==> src/hw/ipc_pkg.sv <==
// Constants, types and helpers shared by both link ends
package ipc_pkg;
  // ----------------------------------------
  // Sizes
  // ----------------------------------------
  localparam int NCHAN = 4;
  localparam int CHW = 2;
  localparam int ADDR_W = 6;
  localparam int IRQ_W = 9;
  // ----------------------------------------
  // Register offsets
  // ----------------------------------------
  localparam logic [5:0] OFF_CMD0 = 6'h00;
  localparam logic [5:0] OFF_DATA0 = 6'h10;
  localparam logic [5:0] OFF_STAT = 6'h20;
  localparam logic [5:0] OFF_ERR = 6'h24;
  localparam logic [5:0] OFF_IRQ_MASK = 6'h28;
  localparam logic [5:0] OFF_IRQ_STAT = 6'h2C;
  localparam logic [5:0] OFF_RX_DATA = 6'h30;
  localparam logic [5:0] OFF_RX_INFO = 6'h34;
  localparam logic [5:0] BANK_MASK = 6'h30;
  // ----------------------------------------
  // Field positions
  // ----------------------------------------
  localparam int CMD_WRITE_BIT = 0;
  localparam int CMD_STREAM_BIT = 1;
  localparam int STAT_ACKD_LSB = 0;
  localparam int STAT_OUT_LSB = 4;
  localparam int STAT_TOKEN_BIT = 8;
  localparam int STAT_PEND_LSB = 12;
  localparam int IRQ_ACK_LSB = 0;
  localparam int IRQ_TO_LSB = 4;
  localparam int IRQ_RX_BIT = 8;
  localparam int RXI_STREAM_BIT = 4;
  // ----------------------------------------
  // Reset values and bus answers
  // ----------------------------------------
  localparam logic [IRQ_W-1:0] IRQ_MASK_RST = 9'h000;
  localparam logic [31:0] DATA_RST = 32'h0000_0000;
  localparam logic [1:0] RESP_OKAY = 2'h0;
  localparam logic [1:0] RESP_SLVERR = 2'h2;
  // ----------------------------------------
  // Timing
  // ----------------------------------------
  localparam int CLK_MHZ = 20;
  localparam int ACK_TIMEOUT_NS = 10000;
  localparam int ACK_TIMEOUT_CYC = ACK_TIMEOUT_NS * CLK_MHZ / 1000;
  localparam int TMR_W = 8;
  localparam logic [TMR_W-1:0] TMR_LOAD = TMR_W'(ACK_TIMEOUT_CYC - 1);
  // ----------------------------------------
  // Types
  // ----------------------------------------
  typedef enum logic [1:0] {TOK_AWAY, TOK_HELD, TOK_WAIT} tok_state_t;

  // Lowest set channel of a request vector
  function automatic logic [CHW-1:0] first_set(input logic [NCHAN-1:0] v);
    logic [CHW-1:0] r;
    r = '0;
    for (int i = NCHAN - 1; i >= 0; i--)
    begin
      if (v[i])
        r = CHW'(i);
    end
    return r;
  endfunction
endpackage

==> src/hw/ipc_link_if.sv <==
// Link between the initiator end and the peer end
`timescale 1ns/1ps
interface ipc_link_if;
  // Initiator to peer
  logic i2t_frame;
  logic [1:0] i2t_chan;
  logic i2t_stream;
  logic [31:0] i2t_data;
  logic i2t_trig;
  logic i2t_ack;
  logic [1:0] i2t_ack_chan;
  // Peer to initiator
  logic t2i_frame;
  logic [1:0] t2i_chan;
  logic t2i_stream;
  logic [31:0] t2i_data;
  logic t2i_trig;
  logic t2i_ack;
  logic [1:0] t2i_ack_chan;

  modport dev (
    output i2t_frame, i2t_chan, i2t_stream, i2t_data, i2t_trig, i2t_ack, i2t_ack_chan,
    input t2i_frame, t2i_chan, t2i_stream, t2i_data, t2i_trig, t2i_ack, t2i_ack_chan
  );
  modport peer (
    input i2t_frame, i2t_chan, i2t_stream, i2t_data, i2t_trig, i2t_ack, i2t_ack_chan,
    output t2i_frame, t2i_chan, t2i_stream, t2i_data, t2i_trig, t2i_ack, t2i_ack_chan
  );
endinterface

==> src/hw/ipc_dev_end.sv <==
// Initiator end: register file, channel tracking and token passing
`timescale 1ns/1ps
module ipc_dev_end (
  // Clock and reset
  input wire logic mclk,
  input wire logic rst_b,
  // Link
  ipc_link_if.dev link,
  // AXI4-Lite slave
  input wire logic [5:0] awaddr,
  input wire logic awvalid,
  output logic awready,
  input wire logic [31:0] wdata,
  input wire logic [3:0] wstrb,
  input wire logic wvalid,
  output logic wready,
  output logic [1:0] bresp,
  output logic bvalid,
  input wire logic bready,
  input wire logic [5:0] araddr,
  input wire logic arvalid,
  output logic arready,
  output logic [31:0] rdata,
  output logic [1:0] rresp,
  output logic rvalid,
  input wire logic rready,
  // Interrupt
  output logic irq
);
  localparam int N = ipc_pkg::NCHAN;
  localparam int CW = ipc_pkg::CHW;

  // ----------------------------------------
  // State
  // ----------------------------------------
  logic awready_q, wready_q, bvalid_q, arready_q, rvalid_q, irq_q;
  logic aw_have_q, w_have_q;
  logic [5:0] aw_addr_q;
  logic [31:0] w_data_q, rdata_q;
  logic [3:0] w_strb_q;
  logic [1:0] bresp_q, rresp_q;
  logic [N-1:0] pend_q, pend_strm_q, out_q, ackd_q, tof_q;
  logic [31:0] data_q [N];
  logic [ipc_pkg::IRQ_W-1:0] mask_q, istat_q;
  logic [31:0] rx_data_q;
  logic [CW-1:0] rx_chan_q, cur_q, lnk_chan_q, ack_chan_q;
  logic rx_strm_q, lnk_frame_q, lnk_strm_q, lnk_trig_q, ack_q;
  logic [31:0] lnk_data_q;
  logic [ipc_pkg::TMR_W-1:0] tmr_q;
  ipc_pkg::tok_state_t tok_q;

  // ----------------------------------------
  // Register decode
  // ----------------------------------------
  function automatic logic reg_mapped(input logic [5:0] a);
    return ((a & ipc_pkg::BANK_MASK) == ipc_pkg::OFF_CMD0) ||
           ((a & ipc_pkg::BANK_MASK) == ipc_pkg::OFF_DATA0) ||
           (a == ipc_pkg::OFF_STAT) || (a == ipc_pkg::OFF_ERR) ||
           (a == ipc_pkg::OFF_IRQ_MASK) || (a == ipc_pkg::OFF_IRQ_STAT) ||
           (a == ipc_pkg::OFF_RX_DATA) || (a == ipc_pkg::OFF_RX_INFO);
  endfunction

  function automatic logic [31:0] reg_read(input logic [5:0] a);
    logic [31:0] r;
    logic [CW-1:0] c;
    r = '0;
    c = a[3:2];
    if ((a & ipc_pkg::BANK_MASK) == ipc_pkg::OFF_CMD0)
    begin
      r[ipc_pkg::CMD_WRITE_BIT] = pend_q[c] & ~pend_strm_q[c];
      r[ipc_pkg::CMD_STREAM_BIT] = pend_q[c] & pend_strm_q[c];
    end
    else if ((a & ipc_pkg::BANK_MASK) == ipc_pkg::OFF_DATA0)
      r = data_q[c];
    else if (a == ipc_pkg::OFF_STAT)
    begin
      r[ipc_pkg::STAT_ACKD_LSB +: N] = ackd_q;
      r[ipc_pkg::STAT_OUT_LSB +: N] = out_q;
      r[ipc_pkg::STAT_TOKEN_BIT] = (tok_q != ipc_pkg::TOK_AWAY);
      r[ipc_pkg::STAT_PEND_LSB +: N] = pend_q;
    end
    else if (a == ipc_pkg::OFF_ERR)
      r[N-1:0] = tof_q;
    else if (a == ipc_pkg::OFF_IRQ_MASK)
      r[ipc_pkg::IRQ_W-1:0] = mask_q;
    else if (a == ipc_pkg::OFF_IRQ_STAT)
      r[ipc_pkg::IRQ_W-1:0] = istat_q;
    else if (a == ipc_pkg::OFF_RX_DATA)
      r = rx_data_q;
    else if (a == ipc_pkg::OFF_RX_INFO)
    begin
      r[CW-1:0] = rx_chan_q;
      r[ipc_pkg::RXI_STREAM_BIT] = rx_strm_q;
    end
    return r;
  endfunction

  // ----------------------------------------
  // Write decode and events
  // ----------------------------------------
  logic wr_fire, cmd_hit, data_hit, launch, ack_ev, to_ev;
  logic [31:0] bm, ones, wval;
  logic [CW-1:0] wch, lch;
  logic [N-1:0] sw_go, sw_bad, sw_ok, ack_vec, to_vec, tof_clr;
  logic [ipc_pkg::IRQ_W-1:0] ist_set, ist_clr;

  always_comb
  begin
    wr_fire = aw_have_q & w_have_q & ~bvalid_q;
    bm = {{8{w_strb_q[3]}}, {8{w_strb_q[2]}}, {8{w_strb_q[1]}}, {8{w_strb_q[0]}}};
    ones = w_data_q & bm;
    wval = (reg_read(aw_addr_q) & ~bm) | ones;
    wch = aw_addr_q[3:2];
    cmd_hit = wr_fire & ((aw_addr_q & ipc_pkg::BANK_MASK) == ipc_pkg::OFF_CMD0);
    data_hit = wr_fire & ((aw_addr_q & ipc_pkg::BANK_MASK) == ipc_pkg::OFF_DATA0);
    sw_go = '0;
    if (cmd_hit & (ones[ipc_pkg::CMD_WRITE_BIT] | ones[ipc_pkg::CMD_STREAM_BIT]))
      sw_go[wch] = 1'b1;
    sw_bad = sw_go & (pend_q | out_q);
    sw_ok = sw_go & ~sw_bad;
    launch = (tok_q == ipc_pkg::TOK_HELD) & (|pend_q);
    lch = ipc_pkg::first_set(pend_q);
    ack_ev = (tok_q == ipc_pkg::TOK_WAIT) & link.t2i_ack & (link.t2i_ack_chan == cur_q);
    to_ev = (tok_q == ipc_pkg::TOK_WAIT) & ~ack_ev & (tmr_q == '0);
    ack_vec = '0;
    to_vec = '0;
    ack_vec[cur_q] = ack_ev;
    to_vec[cur_q] = to_ev;
    tof_clr = '0;
    ist_clr = '0;
    if (wr_fire & (aw_addr_q == ipc_pkg::OFF_ERR))
      tof_clr = ones[N-1:0];
    if (wr_fire & (aw_addr_q == ipc_pkg::OFF_IRQ_STAT))
      ist_clr = ones[ipc_pkg::IRQ_W-1:0];
    ist_set = '0;
    ist_set[ipc_pkg::IRQ_ACK_LSB +: N] = ack_vec;
    ist_set[ipc_pkg::IRQ_TO_LSB +: N] = to_vec | sw_bad;
    ist_set[ipc_pkg::IRQ_RX_BIT] = link.t2i_frame;
  end

  // ----------------------------------------
  // AXI4-Lite write channels
  // ----------------------------------------
  always_ff @(posedge mclk or negedge rst_b)
  begin
    if (!rst_b)
    begin
      awready_q <= 1'b0;
      wready_q <= 1'b0;
      aw_have_q <= 1'b0;
      w_have_q <= 1'b0;
      aw_addr_q <= '0;
      w_data_q <= '0;
      w_strb_q <= '0;
      bvalid_q <= 1'b0;
      bresp_q <= ipc_pkg::RESP_OKAY;
    end
    else
    begin
      awready_q <= awvalid & ~awready_q & ~aw_have_q;
      wready_q <= wvalid & ~wready_q & ~w_have_q;
      if (awvalid & awready_q)
      begin
        aw_have_q <= 1'b1;
        aw_addr_q <= awaddr;
      end
      if (wvalid & wready_q)
      begin
        w_have_q <= 1'b1;
        w_data_q <= wdata;
        w_strb_q <= wstrb;
      end
      if (wr_fire)
      begin
        aw_have_q <= 1'b0;
        w_have_q <= 1'b0;
        bvalid_q <= 1'b1;
        bresp_q <= reg_mapped(aw_addr_q) ? ipc_pkg::RESP_OKAY : ipc_pkg::RESP_SLVERR;
      end
      else if (bvalid_q & bready)
        bvalid_q <= 1'b0;
    end
  end

  // ----------------------------------------
  // AXI4-Lite read channels
  // ----------------------------------------
  always_ff @(posedge mclk or negedge rst_b)
  begin
    if (!rst_b)
    begin
      arready_q <= 1'b0;
      rvalid_q <= 1'b0;
      rdata_q <= '0;
      rresp_q <= ipc_pkg::RESP_OKAY;
    end
    else
    begin
      arready_q <= arvalid & ~arready_q & ~rvalid_q;
      if (arvalid & arready_q)
      begin
        rvalid_q <= 1'b1;
        rdata_q <= reg_read(araddr);
        rresp_q <= reg_mapped(araddr) ? ipc_pkg::RESP_OKAY : ipc_pkg::RESP_SLVERR;
      end
      else if (rvalid_q & rready)
        rvalid_q <= 1'b0;
    end
  end

  // ----------------------------------------
  // Channel requests and tracking
  // ----------------------------------------
  always_ff @(posedge mclk or negedge rst_b)
  begin
    if (!rst_b)
    begin
      pend_q <= '0;
      pend_strm_q <= '0;
      out_q <= '0;
      ackd_q <= '0;
      for (int i = 0; i < N; i++)
        data_q[i] <= ipc_pkg::DATA_RST;
    end
    else
    begin
      for (int i = 0; i < N; i++)
      begin
        if (data_hit && (wch == CW'(i)))
          data_q[i] <= wval;
        if (launch && (lch == CW'(i)))
        begin
          pend_q[i] <= 1'b0;
          out_q[i] <= 1'b1;
        end
        if (sw_ok[i])
        begin
          pend_q[i] <= 1'b1;
          pend_strm_q[i] <= ones[ipc_pkg::CMD_STREAM_BIT];
          ackd_q[i] <= 1'b0;
        end
        if (ack_vec[i] | to_vec[i])
          out_q[i] <= 1'b0;
        if (ack_vec[i])
          ackd_q[i] <= 1'b1;
      end
    end
  end

  // ----------------------------------------
  // Error, interrupt status and mask
  // ----------------------------------------
  always_ff @(posedge mclk or negedge rst_b)
  begin
    if (!rst_b)
    begin
      tof_q <= '0;
      istat_q <= '0;
      mask_q <= ipc_pkg::IRQ_MASK_RST;
      irq_q <= 1'b0;
    end
    else
    begin
      tof_q <= (tof_q & ~tof_clr) | to_vec | sw_bad;
      istat_q <= (istat_q & ~ist_clr) | ist_set;
      if (wr_fire & (aw_addr_q == ipc_pkg::OFF_IRQ_MASK))
        mask_q <= wval[ipc_pkg::IRQ_W-1:0];
      irq_q <= |(istat_q & mask_q);
    end
  end

  // ----------------------------------------
  // Token passing and frame launch
  // ----------------------------------------
  always_ff @(posedge mclk or negedge rst_b)
  begin
    if (!rst_b)
    begin
      tok_q <= ipc_pkg::TOK_HELD;
      cur_q <= '0;
      tmr_q <= '0;
      lnk_frame_q <= 1'b0;
      lnk_chan_q <= '0;
      lnk_strm_q <= 1'b0;
      lnk_data_q <= '0;
      lnk_trig_q <= 1'b0;
    end
    else
    begin
      lnk_frame_q <= 1'b0;
      lnk_trig_q <= 1'b0;
      unique case (tok_q)
        ipc_pkg::TOK_AWAY:
        begin
          if (link.t2i_trig)
            tok_q <= ipc_pkg::TOK_HELD;
        end
        ipc_pkg::TOK_HELD:
        begin
          if (launch)
          begin
            lnk_frame_q <= 1'b1;
            lnk_chan_q <= lch;
            lnk_strm_q <= pend_strm_q[lch];
            lnk_data_q <= data_q[lch];
            cur_q <= lch;
            tmr_q <= ipc_pkg::TMR_LOAD;
            tok_q <= ipc_pkg::TOK_WAIT;
          end
          else
          begin
            lnk_trig_q <= 1'b1;
            tok_q <= ipc_pkg::TOK_AWAY;
          end
        end
        ipc_pkg::TOK_WAIT:
        begin
          if (ack_ev | to_ev)
          begin
            lnk_trig_q <= 1'b1;
            tok_q <= ipc_pkg::TOK_AWAY;
          end
          else
            tmr_q <= tmr_q - 1'b1;
        end
      endcase
    end
  end

  // ----------------------------------------
  // Frames from the peer
  // ----------------------------------------
  always_ff @(posedge mclk or negedge rst_b)
  begin
    if (!rst_b)
    begin
      rx_data_q <= '0;
      rx_chan_q <= '0;
      rx_strm_q <= 1'b0;
      ack_q <= 1'b0;
      ack_chan_q <= '0;
    end
    else
    begin
      ack_q <= link.t2i_frame;
      if (link.t2i_frame)
      begin
        rx_data_q <= link.t2i_data;
        rx_chan_q <= link.t2i_chan;
        rx_strm_q <= link.t2i_stream;
        ack_chan_q <= link.t2i_chan;
      end
    end
  end

  assign awready = awready_q;
  assign wready = wready_q;
  assign bvalid = bvalid_q;
  assign bresp = bresp_q;
  assign arready = arready_q;
  assign rvalid = rvalid_q;
  assign rdata = rdata_q;
  assign rresp = rresp_q;
  assign irq = irq_q;
  assign link.i2t_frame = lnk_frame_q;
  assign link.i2t_chan = lnk_chan_q;
  assign link.i2t_stream = lnk_strm_q;
  assign link.i2t_data = lnk_data_q;
  assign link.i2t_trig = lnk_trig_q;
  assign link.i2t_ack = ack_q;
  assign link.i2t_ack_chan = ack_chan_q;
endmodule

==> src/flat_wrapper.sv <==
// flat-port wrapper written by rule: the top's interface ports become plain ports
module ipc_dev_end_flat 
  (mclk, rst_b, awaddr, awvalid, awready, wdata, wstrb, wvalid, wready, bresp, bvalid, bready, araddr, arvalid, arready, rdata, rresp, rvalid, rready, irq, link_i2t_frame, link_i2t_chan, link_i2t_stream, link_i2t_data, link_i2t_trig, link_i2t_ack, link_i2t_ack_chan, link_t2i_frame, link_t2i_chan, link_t2i_stream, link_t2i_data, link_t2i_trig, link_t2i_ack, link_t2i_ack_chan);
  ipc_link_if link_i ();
  input wire logic mclk;
  input wire logic rst_b;
  input wire logic [5:0] awaddr;
  input wire logic awvalid;
  output logic awready;
  input wire logic [31:0] wdata;
  input wire logic [3:0] wstrb;
  input wire logic wvalid;
  output logic wready;
  output logic [1:0] bresp;
  output logic bvalid;
  input wire logic bready;
  input wire logic [5:0] araddr;
  input wire logic arvalid;
  output logic arready;
  output logic [31:0] rdata;
  output logic [1:0] rresp;
  output logic rvalid;
  input wire logic rready;
  output logic irq;
  output wire logic [$bits(link_i.i2t_frame)-1:0] link_i2t_frame;
  output wire logic [$bits(link_i.i2t_chan)-1:0] link_i2t_chan;
  output wire logic [$bits(link_i.i2t_stream)-1:0] link_i2t_stream;
  output wire logic [$bits(link_i.i2t_data)-1:0] link_i2t_data;
  output wire logic [$bits(link_i.i2t_trig)-1:0] link_i2t_trig;
  output wire logic [$bits(link_i.i2t_ack)-1:0] link_i2t_ack;
  output wire logic [$bits(link_i.i2t_ack_chan)-1:0] link_i2t_ack_chan;
  input wire logic [$bits(link_i.t2i_frame)-1:0] link_t2i_frame;
  input wire logic [$bits(link_i.t2i_chan)-1:0] link_t2i_chan;
  input wire logic [$bits(link_i.t2i_stream)-1:0] link_t2i_stream;
  input wire logic [$bits(link_i.t2i_data)-1:0] link_t2i_data;
  input wire logic [$bits(link_i.t2i_trig)-1:0] link_t2i_trig;
  input wire logic [$bits(link_i.t2i_ack)-1:0] link_t2i_ack;
  input wire logic [$bits(link_i.t2i_ack_chan)-1:0] link_t2i_ack_chan;
  assign link_i2t_frame = link_i.i2t_frame;
  assign link_i2t_chan = link_i.i2t_chan;
  assign link_i2t_stream = link_i.i2t_stream;
  assign link_i2t_data = link_i.i2t_data;
  assign link_i2t_trig = link_i.i2t_trig;
  assign link_i2t_ack = link_i.i2t_ack;
  assign link_i2t_ack_chan = link_i.i2t_ack_chan;
  assign link_i.t2i_frame = link_t2i_frame;
  assign link_i.t2i_chan = link_t2i_chan;
  assign link_i.t2i_stream = link_t2i_stream;
  assign link_i.t2i_data = link_t2i_data;
  assign link_i.t2i_trig = link_t2i_trig;
  assign link_i.t2i_ack = link_t2i_ack;
  assign link_i.t2i_ack_chan = link_t2i_ack_chan;
  ipc_dev_end u_core (.mclk(mclk), .rst_b(rst_b), .link(link_i), .awaddr(awaddr), .awvalid(awvalid), .awready(awready), .wdata(wdata), .wstrb(wstrb), .wvalid(wvalid), .wready(wready), .bresp(bresp), .bvalid(bvalid), .bready(bready), .araddr(araddr), .arvalid(arvalid), .arready(arready), .rdata(rdata), .rresp(rresp), .rvalid(rvalid), .rready(rready), .irq(irq));
endmodule
==> config.mk <==
export PLATFORM = sky130hd
export DESIGN_NAME = ipc_dev_end_flat
export DESIGN_NICKNAME = d
export VERILOG_FILES = /design/src/hw/ipc_pkg.sv /design/src/hw/ipc_link_if.sv /design/src/hw/ipc_dev_end.sv /design/src/flat_wrapper.sv
export SDC_FILE = /design/constraint.sdc
export NUM_CORES = 1
export LEC_CHECK = 0
export BUFFER_PORTS_ARGS = -buffer_cell sky130_fd_sc_hd__buf_4
export CAP_MARGIN = 10
export CORE_ASPECT_RATIO = 0.7
export CORE_MARGIN = 4
export CORE_UTILIZATION = 59
export CTS_BUF_LIST = sky130_fd_sc_hd__clkbuf_16
export DETAILED_ROUTE_END_ITERATION = 7
export GPL_TIMING_DRIVEN = 1
export HOLD_SLACK_MARGIN = 0.06
export PLACE_DENSITY = 0.8
export SETUP_SLACK_MARGIN = 0.1
export SYNTH_ARGS = -nofsm -noshare
export SYNTH_HDL_FRONTEND = slang
export SYNTH_SLANG_ARGS = --single-unit
==> constraint.sdc <==
create_clock -name mclk -period 2.4 [get_ports mclk]
set_input_delay 0.24 -clock mclk [delete_from_list [all_inputs] [get_ports mclk]]
set_output_delay 0.24 -clock mclk [all_outputs]
set_load 0.02 [all_outputs]
# After elaboration in Yosys (flattened, before gate mapping)
# Index checks and enable logic that the tools add are counted.
dict set report classes {
  add_sub_neg 1
  n_mul 0
  div 0
  n_lt_le_gt_ge 9
  eq_ne 27
  shift 0
  mux 127
  n_bitwise 66
  reduce_logical 53
}
# operator count
set ops {}
lappend ops {{$mux W27} 15}
lappend ops {{$mux W32} 8}
lappend ops {{$bmux W32 S2} 3}
lappend ops {{$mux W23} 4}
lappend ops {{$eq A6 B6 Y1 const B} 12}
lappend ops {{$and A32 B32 Y32} 2}
lappend ops {{$mux W9} 7}
lappend ops {{$mux W30} 2}
lappend ops {{$mux W28} 2}
lappend ops {{$mux W1} 47}
lappend ops {{$reduce_bool A2 Y1} 18}
lappend ops {{$mux W2} 17}
lappend ops {{$mux W16} 2}
lappend ops {{$not A32 Y32} 1}
lappend ops {{$or A32 B32 Y32} 1}
lappend ops {{$and A1 B1 Y1} 28}
lappend ops {{$mux W4} 6}
lappend ops {{$and A4 B4 Y4} 5}
lappend ops {{$and A9 B9 Y9} 2}
lappend ops {{$mux W8} 2}
lappend ops {{$or A4 B4 Y4} 4}
lappend ops {{$pmux W8 S2} 1}
lappend ops {{$logic_or A1 B1 Y1} 14}
lappend ops {{$logic_not A6 Y1} 2}
lappend ops {{other kinds (27)} 78}
dict set report word_totals {
  reg_bits 335
  latch_bits 0
  ramBits 0
  rom_bits 0
  input_bits 95
  n_memories 0
}

# Depth between registers and ports, before layout
dict set report depth {
  ltp_word 16
  mapped_depth 9
}

# Least setup slack after synthesis
# OpenSTA, ideal clock, no wires.
dict set report synth_timing {
  path_kind {register -> register}
  from {register u_core.tmr_q[0] (netlist bit)}
  to {register u_core.tmr_q[2] (netlist bit)}
  arrival_ns 1.913
  required_time_ns 2.276
  setup_slack_ns 0.363
  path_stages_with_launch 9
  n_path_buf 1
  cell_sequence {dfrtp_1 inv_1 ha_1 or4bb_1 a2bb2oi_1 and2_1 buf_6 and3_1 a211o_1}
}
dict set report synth_via {
  elab_chain_cells 5
  elab_cells_between_ends 8
}
# item line
set synth_lines {}
lappend synth_lines {{start, declared} ipc_dev_end.sv:49} ;# logic [ipc_pkg::TMR_W-1:0] tmr_q;
lappend synth_lines {{start signal, assigned} ipc_dev_end.sv:307} ;# tmr_q <= ipc_pkg::TMR_LOAD;
lappend synth_lines {{start signal, assigned} ipc_dev_end.sv:324} ;# tmr_q <= tmr_q - 1'b1;
lappend synth_lines {{branches (longest 5 deep; another with $sub A8 B1 Y8)} --}
# Several ways; the timed one is not identified. The select of a mux whose other input is x is not followed.
# A chain may end at the register's enable or synchronous reset.

# Worst setup path in the final report
dict set report layout_timing {
  from {register u_core.aw_addr_q[2]}
  to {register u_core.data_q[120] (netlist bit)}
}
dict set report layout_via {
  elab_chain_cells 16
  elab_cells_between_ends 26
}
# item line
set layout_lines {}
lappend layout_lines {{start, declared} ipc_dev_end.sv:38} ;# logic [5:0] aw_addr_q;
lappend layout_lines {{start signal, assigned} ipc_dev_end.sv:165} ;# aw_addr_q <= awaddr;
lappend layout_lines {{$eq A6 B6 Y1} ipc_dev_end.sv:88} ;# else if (a == ipc_pkg::OFF_RX_DATA)
lappend layout_lines {{$mux W27} ipc_dev_end.sv:88}
lappend layout_lines {{$mux W27} ipc_dev_end.sv:86} ;# else if (a == ipc_pkg::OFF_IRQ_STAT)
lappend layout_lines {{$mux W27} ipc_dev_end.sv:84} ;# else if (a == ipc_pkg::OFF_IRQ_MASK)
lappend layout_lines {{$mux W27} ipc_dev_end.sv:82} ;# else if (a == ipc_pkg::OFF_ERR)
lappend layout_lines {{$mux W27} ipc_dev_end.sv:75} ;# else if (a == ipc_pkg::OFF_STAT)
lappend layout_lines {{$mux W27} ipc_dev_end.sv:73} ;# else if ((a & ipc_pkg::BANK_MASK) == ipc_pkg::OFF_DATA0)
lappend layout_lines {{$mux W27} ipc_dev_end.sv:68} ;# if ((a & ipc_pkg::BANK_MASK) == ipc_pkg::OFF_CMD0)
lappend layout_lines {{$mux W23} ipc_dev_end.sv:86}
lappend layout_lines {{$mux W23} ipc_dev_end.sv:84}
lappend layout_lines {{$mux W28} ipc_dev_end.sv:82}
lappend layout_lines {{$mux W16} ipc_dev_end.sv:75}
lappend layout_lines {{$mux W32} ipc_dev_end.sv:73}
lappend layout_lines {{$mux W30} ipc_dev_end.sv:68}
lappend layout_lines {{$and A32 B32 Y32} ipc_dev_end.sv:112} ;# wval = (reg_read(aw_addr_q) & ~bm) | ones;
lappend layout_lines {{$or A32 B32 Y32} ipc_dev_end.sv:112}
lappend layout_lines {{end signal, assigned by index} ipc_dev_end.sv:223} ;# data_q[i] <= ipc_pkg::DATA_RST;
lappend layout_lines {{end signal, assigned by index} ipc_dev_end.sv:230} ;# data_q[i] <= wval;
lappend layout_lines {{end, declared} ipc_dev_end.sv:43} ;# logic [31:0] data_q [N];
# Parallel ways exist; a longest one is shown, timed or not. The select of a mux whose other input is x is not followed.

==> run summary <==
Drt pass-1 iters = 7
CP Max Fanout = 12
Detailed-route via count = 14,300
Worst Skew = 0.0151 ns
YS warnings = 0
Largest family of logic cells by synthesized area = multiplexers
Highest clock rate = 445 MHz
Reg area = 8340 sq um
Max incr delay on CP = 0.52 ns
Root buf cell = clkbuf_16
Worst Setup End Kind = flip-flop
Mux share of post-synthesis cell area = 0.197
Maximum clock path buffer count = 3
Multi-input gate area = 7780 sq um
Clock H-tree levels = 2
Worst slew pin tran = 0.937 ns
Rel. slew slack = 0.374
Synth Area in Adders = 0.00375
Top cell type by total area after synthesis = dfrtp_1
Cts bufs inserted = 34
RD Place Congestion = 1.02
WP buf/inv = 1
Top-area cell type share of the netlist area = 0.498
Total grt overflow = 0
# setup viols final = 0
GRT Util Overall = 0.349
Pin count of the biggest net entering global routing = 82
Final period util = 0.936
Area Growth Syn to Fin = 24.0%
CP arrival = 2.66 ns
Crit start category = flip-flop
Avg WL per Cell = 25.3 um
Slowest CP cell = dfrtp_4
Synth Area per Inst = 11.2 sq um
FFs w/ async S/R, synth = 1.00
Leakage power = 9.16 nW
First DRT Iteration DRCs = 2,092
Min cycle time layout = 2.25 ns
DRC Markers = 0
Ys flop type = dfrtp_1
Core Region = 27,800 sq um
Port buffer count = 174
I/O pin count = 177
Via/cell ratio = 6.64
Yosys cell types = 79
Hold Crit Class = in -> reg
Die area = 31,100 sq um
Peak supply drop = 0.637 mV
XOR/XNOR Fraction of Synth Area = 0.00158
Initial antenna violation count = 0
Die H = 149 um
Syn Std Cell Area = 16,700 sq um
Num rows = 51
Post-synthesis simple-gate area fraction = 0.118
Required @ worst endpoint = 2.81 ns
Outcome = completed
Compound-Gate Fraction of Synth Area = 0.145
Share of cells above drive strength 1 = 0.301
# nets final = 1,856
Clk_lat worst skew = 0.53 ns
Max Transition Viols Final = 0
P per Cell Area = 996 nW/um^2
Critical path class = reg -> reg
Clk slew on worst S/H paths = 0.06 ns
HPWL Detailed = 36,900 um
Total clock sinks = 333
DIE WIDTH = 209 um
Synth area leaders = dfrtp_1, mux2_2, mux4_2
Diode count = 0
Unrepaired setup endpoints after global routing = no
TritonCTS clock tree = done
Post-synth EDFFs = 0
Worst-path cell chain = buf_12, mux4_2, a221oi_1, nor2_1, mux2_2
Routed WL = 54,300 um
Hold Violations, Final = 0
Vias in the first global route = 14,500
Mapped Cells = 1,495
Post-synthesis sequential area ratio = 0.500
Delay-heaviest family, CP = multiplexers
Initial Utilization = 0.599
First-pass GRT wire length = 84,400 um
Antenna Nets Post-Route = 0
Flops & latches, synth = 333
Fillers = 1,872
Setup TNS = 0 ns
Hold Slack = 0.125 ns
Max-cap viol count = 0
worst min-delay path: stages:
cell and delay, ns:
buf_4 0.11, a2bb2oi_1 0.16, mux2i_1 0.13
final cells by class:
type,instances,share of cell area
clock inverters,23,0.00896
inverters,19,0.00345
well taps,371,0.0224
multi-input cells,1030,0.376
repair buffers,338,0.143
clock buffers,35,0.0424
flip-flops and latches,333,0.403
layout by cell type, fill, tap and decap left out, types with 29 or more instances in the layout:
| cell type | Yosys | layout |
|---|---|---|
| a21oi_1 | 60 | 60 |
| a222oi_1 | 34 | 34 |
| a31oi_1 | 44 | 44 |
| buf_4 | 9 | 237 |
| clkbuf_16 | 0 | 35 |
| dfrtp_1 | 332 | 330 |
| dlygate4sd3_1 | 0 | 83 |
| mux2_2 | 147 | 147 |
| mux4_2 | 61 | 61 |
| nand2_1 | 201 | 200 |
| nor2_1 | 89 | 89 |
| nor2b_1 | 30 | 29 |
| o21ai_0 | 129 | 129 |
Yosys cell counts (12+ instances only):
library cell and number:
mux2i_1 24, mux2_2 147, nand3_1 18, o21ai_0 129
nand2b_1 14, a31oi_1 44, a221oi_1 19, buf_2 27
dfrtp_1 332, clkbuf_1 71, a21oi_1 60, nor2_1 89
a221o_1 14, nand2_1 201, mux4_2 61, a222oi_1 34
inv_1 17, o22ai_1 12, nor2b_1 30
worst paths after layout:
kind	start	endpoint	slack [ns]	cells after the start
min	link_t2i_trig	u_core.tok_q[0]	0.12	3
max	u_core.aw_addr_q[2]	u_core.data_q[120]	0.15	5
min in group asynchronous	rst_b	u_core.data_q[12]	0.21	2
max in group asynchronous	rst_b	u_core.link.i2t_data[28]	1.23	4
min reg2reg	u_core.rdata[18]	u_core.rdata[18]	0.49	2
max reg2reg	u_core.aw_addr_q[2]	u_core.data_q[120]	0.15	5
per-stage QoR:
| stage | std cells | instance area (sq um) | setup slack (ns) | total power [mW] | util |
|---|---|---|---|---|---|
| after floorplan | 1496 | 16700 | 0.363 | 12.4 | - |
| after global placement | 2005 | 18700 | 0.285 | 14.7 | 0.674 |
| after detailed placement | 2005 | 18700 | 0.140 | 15.0 | 0.674 |
| after CTS | 2148 | 20700 | 0.130 | 20.4 | 0.742 |
| after global routing | 2149 | 20700 | 0.134 | 21.5 | 0.743 |
| final | 2149 | 20700 | 0.155 | 20.6 | 0.743 |
what timing repair did:
item / in CTS / in global routing
pin swaps: 0 / 1
hold buffers: 83 / 0
endpoints found under the hold margin: 377 / 0
setup endpoints to repair: 1 / 36
gates resized for setup: 0 / 1
setup buffers: 2 / 1
metal layers:
metal / vias up / global-route usage / wire [um]
li1: 6059 / - / -
met1: 7084 / 0.512 / 21900
met2: 994 / 0.518 / 23900
met3: 133 / 0.0970 / 6990
met4: 0 / 0.0998 / 1590
met5: - / 0 / 0
report_power, final:
part | switching [mW] | internal, mW | total, mW | leakage (nW)
Clock | 2.29 | 2.97 | 5.26 | 0.533
Combinational | 3.61 | 3.18 | 6.79 | 4.36
Sequential | 1.58 | 6.97 | 8.55 | 4.27
state kept, by name (all words and copies together), names as in the netlist, 6 cells and up:
register,count
u_core.data_q,128
u_core.link.i2t_data,32
u_core.rdata,32
u_core.rx_data_q,32
u_core.w_data_q,32
u_core.istat_q,9
u_core.mask_q,9
u_core.tmr_q,8
u_core.aw_addr_q,6
logic make-up (layout without fill, tap and decap cells):
group                    Yosys count  count (layout)
other                              1               2
buffers and inverters            133             415
adder cells (fa/ha/maj)            5               5
AO/OA/AOI/OAI                    370             370
multiplexers                     233             233
XOR/XNOR                           3               3
flip-flops                       333             333
AND/OR/NAND/NOR                  417             417
(Power assumes the default switching activity.)
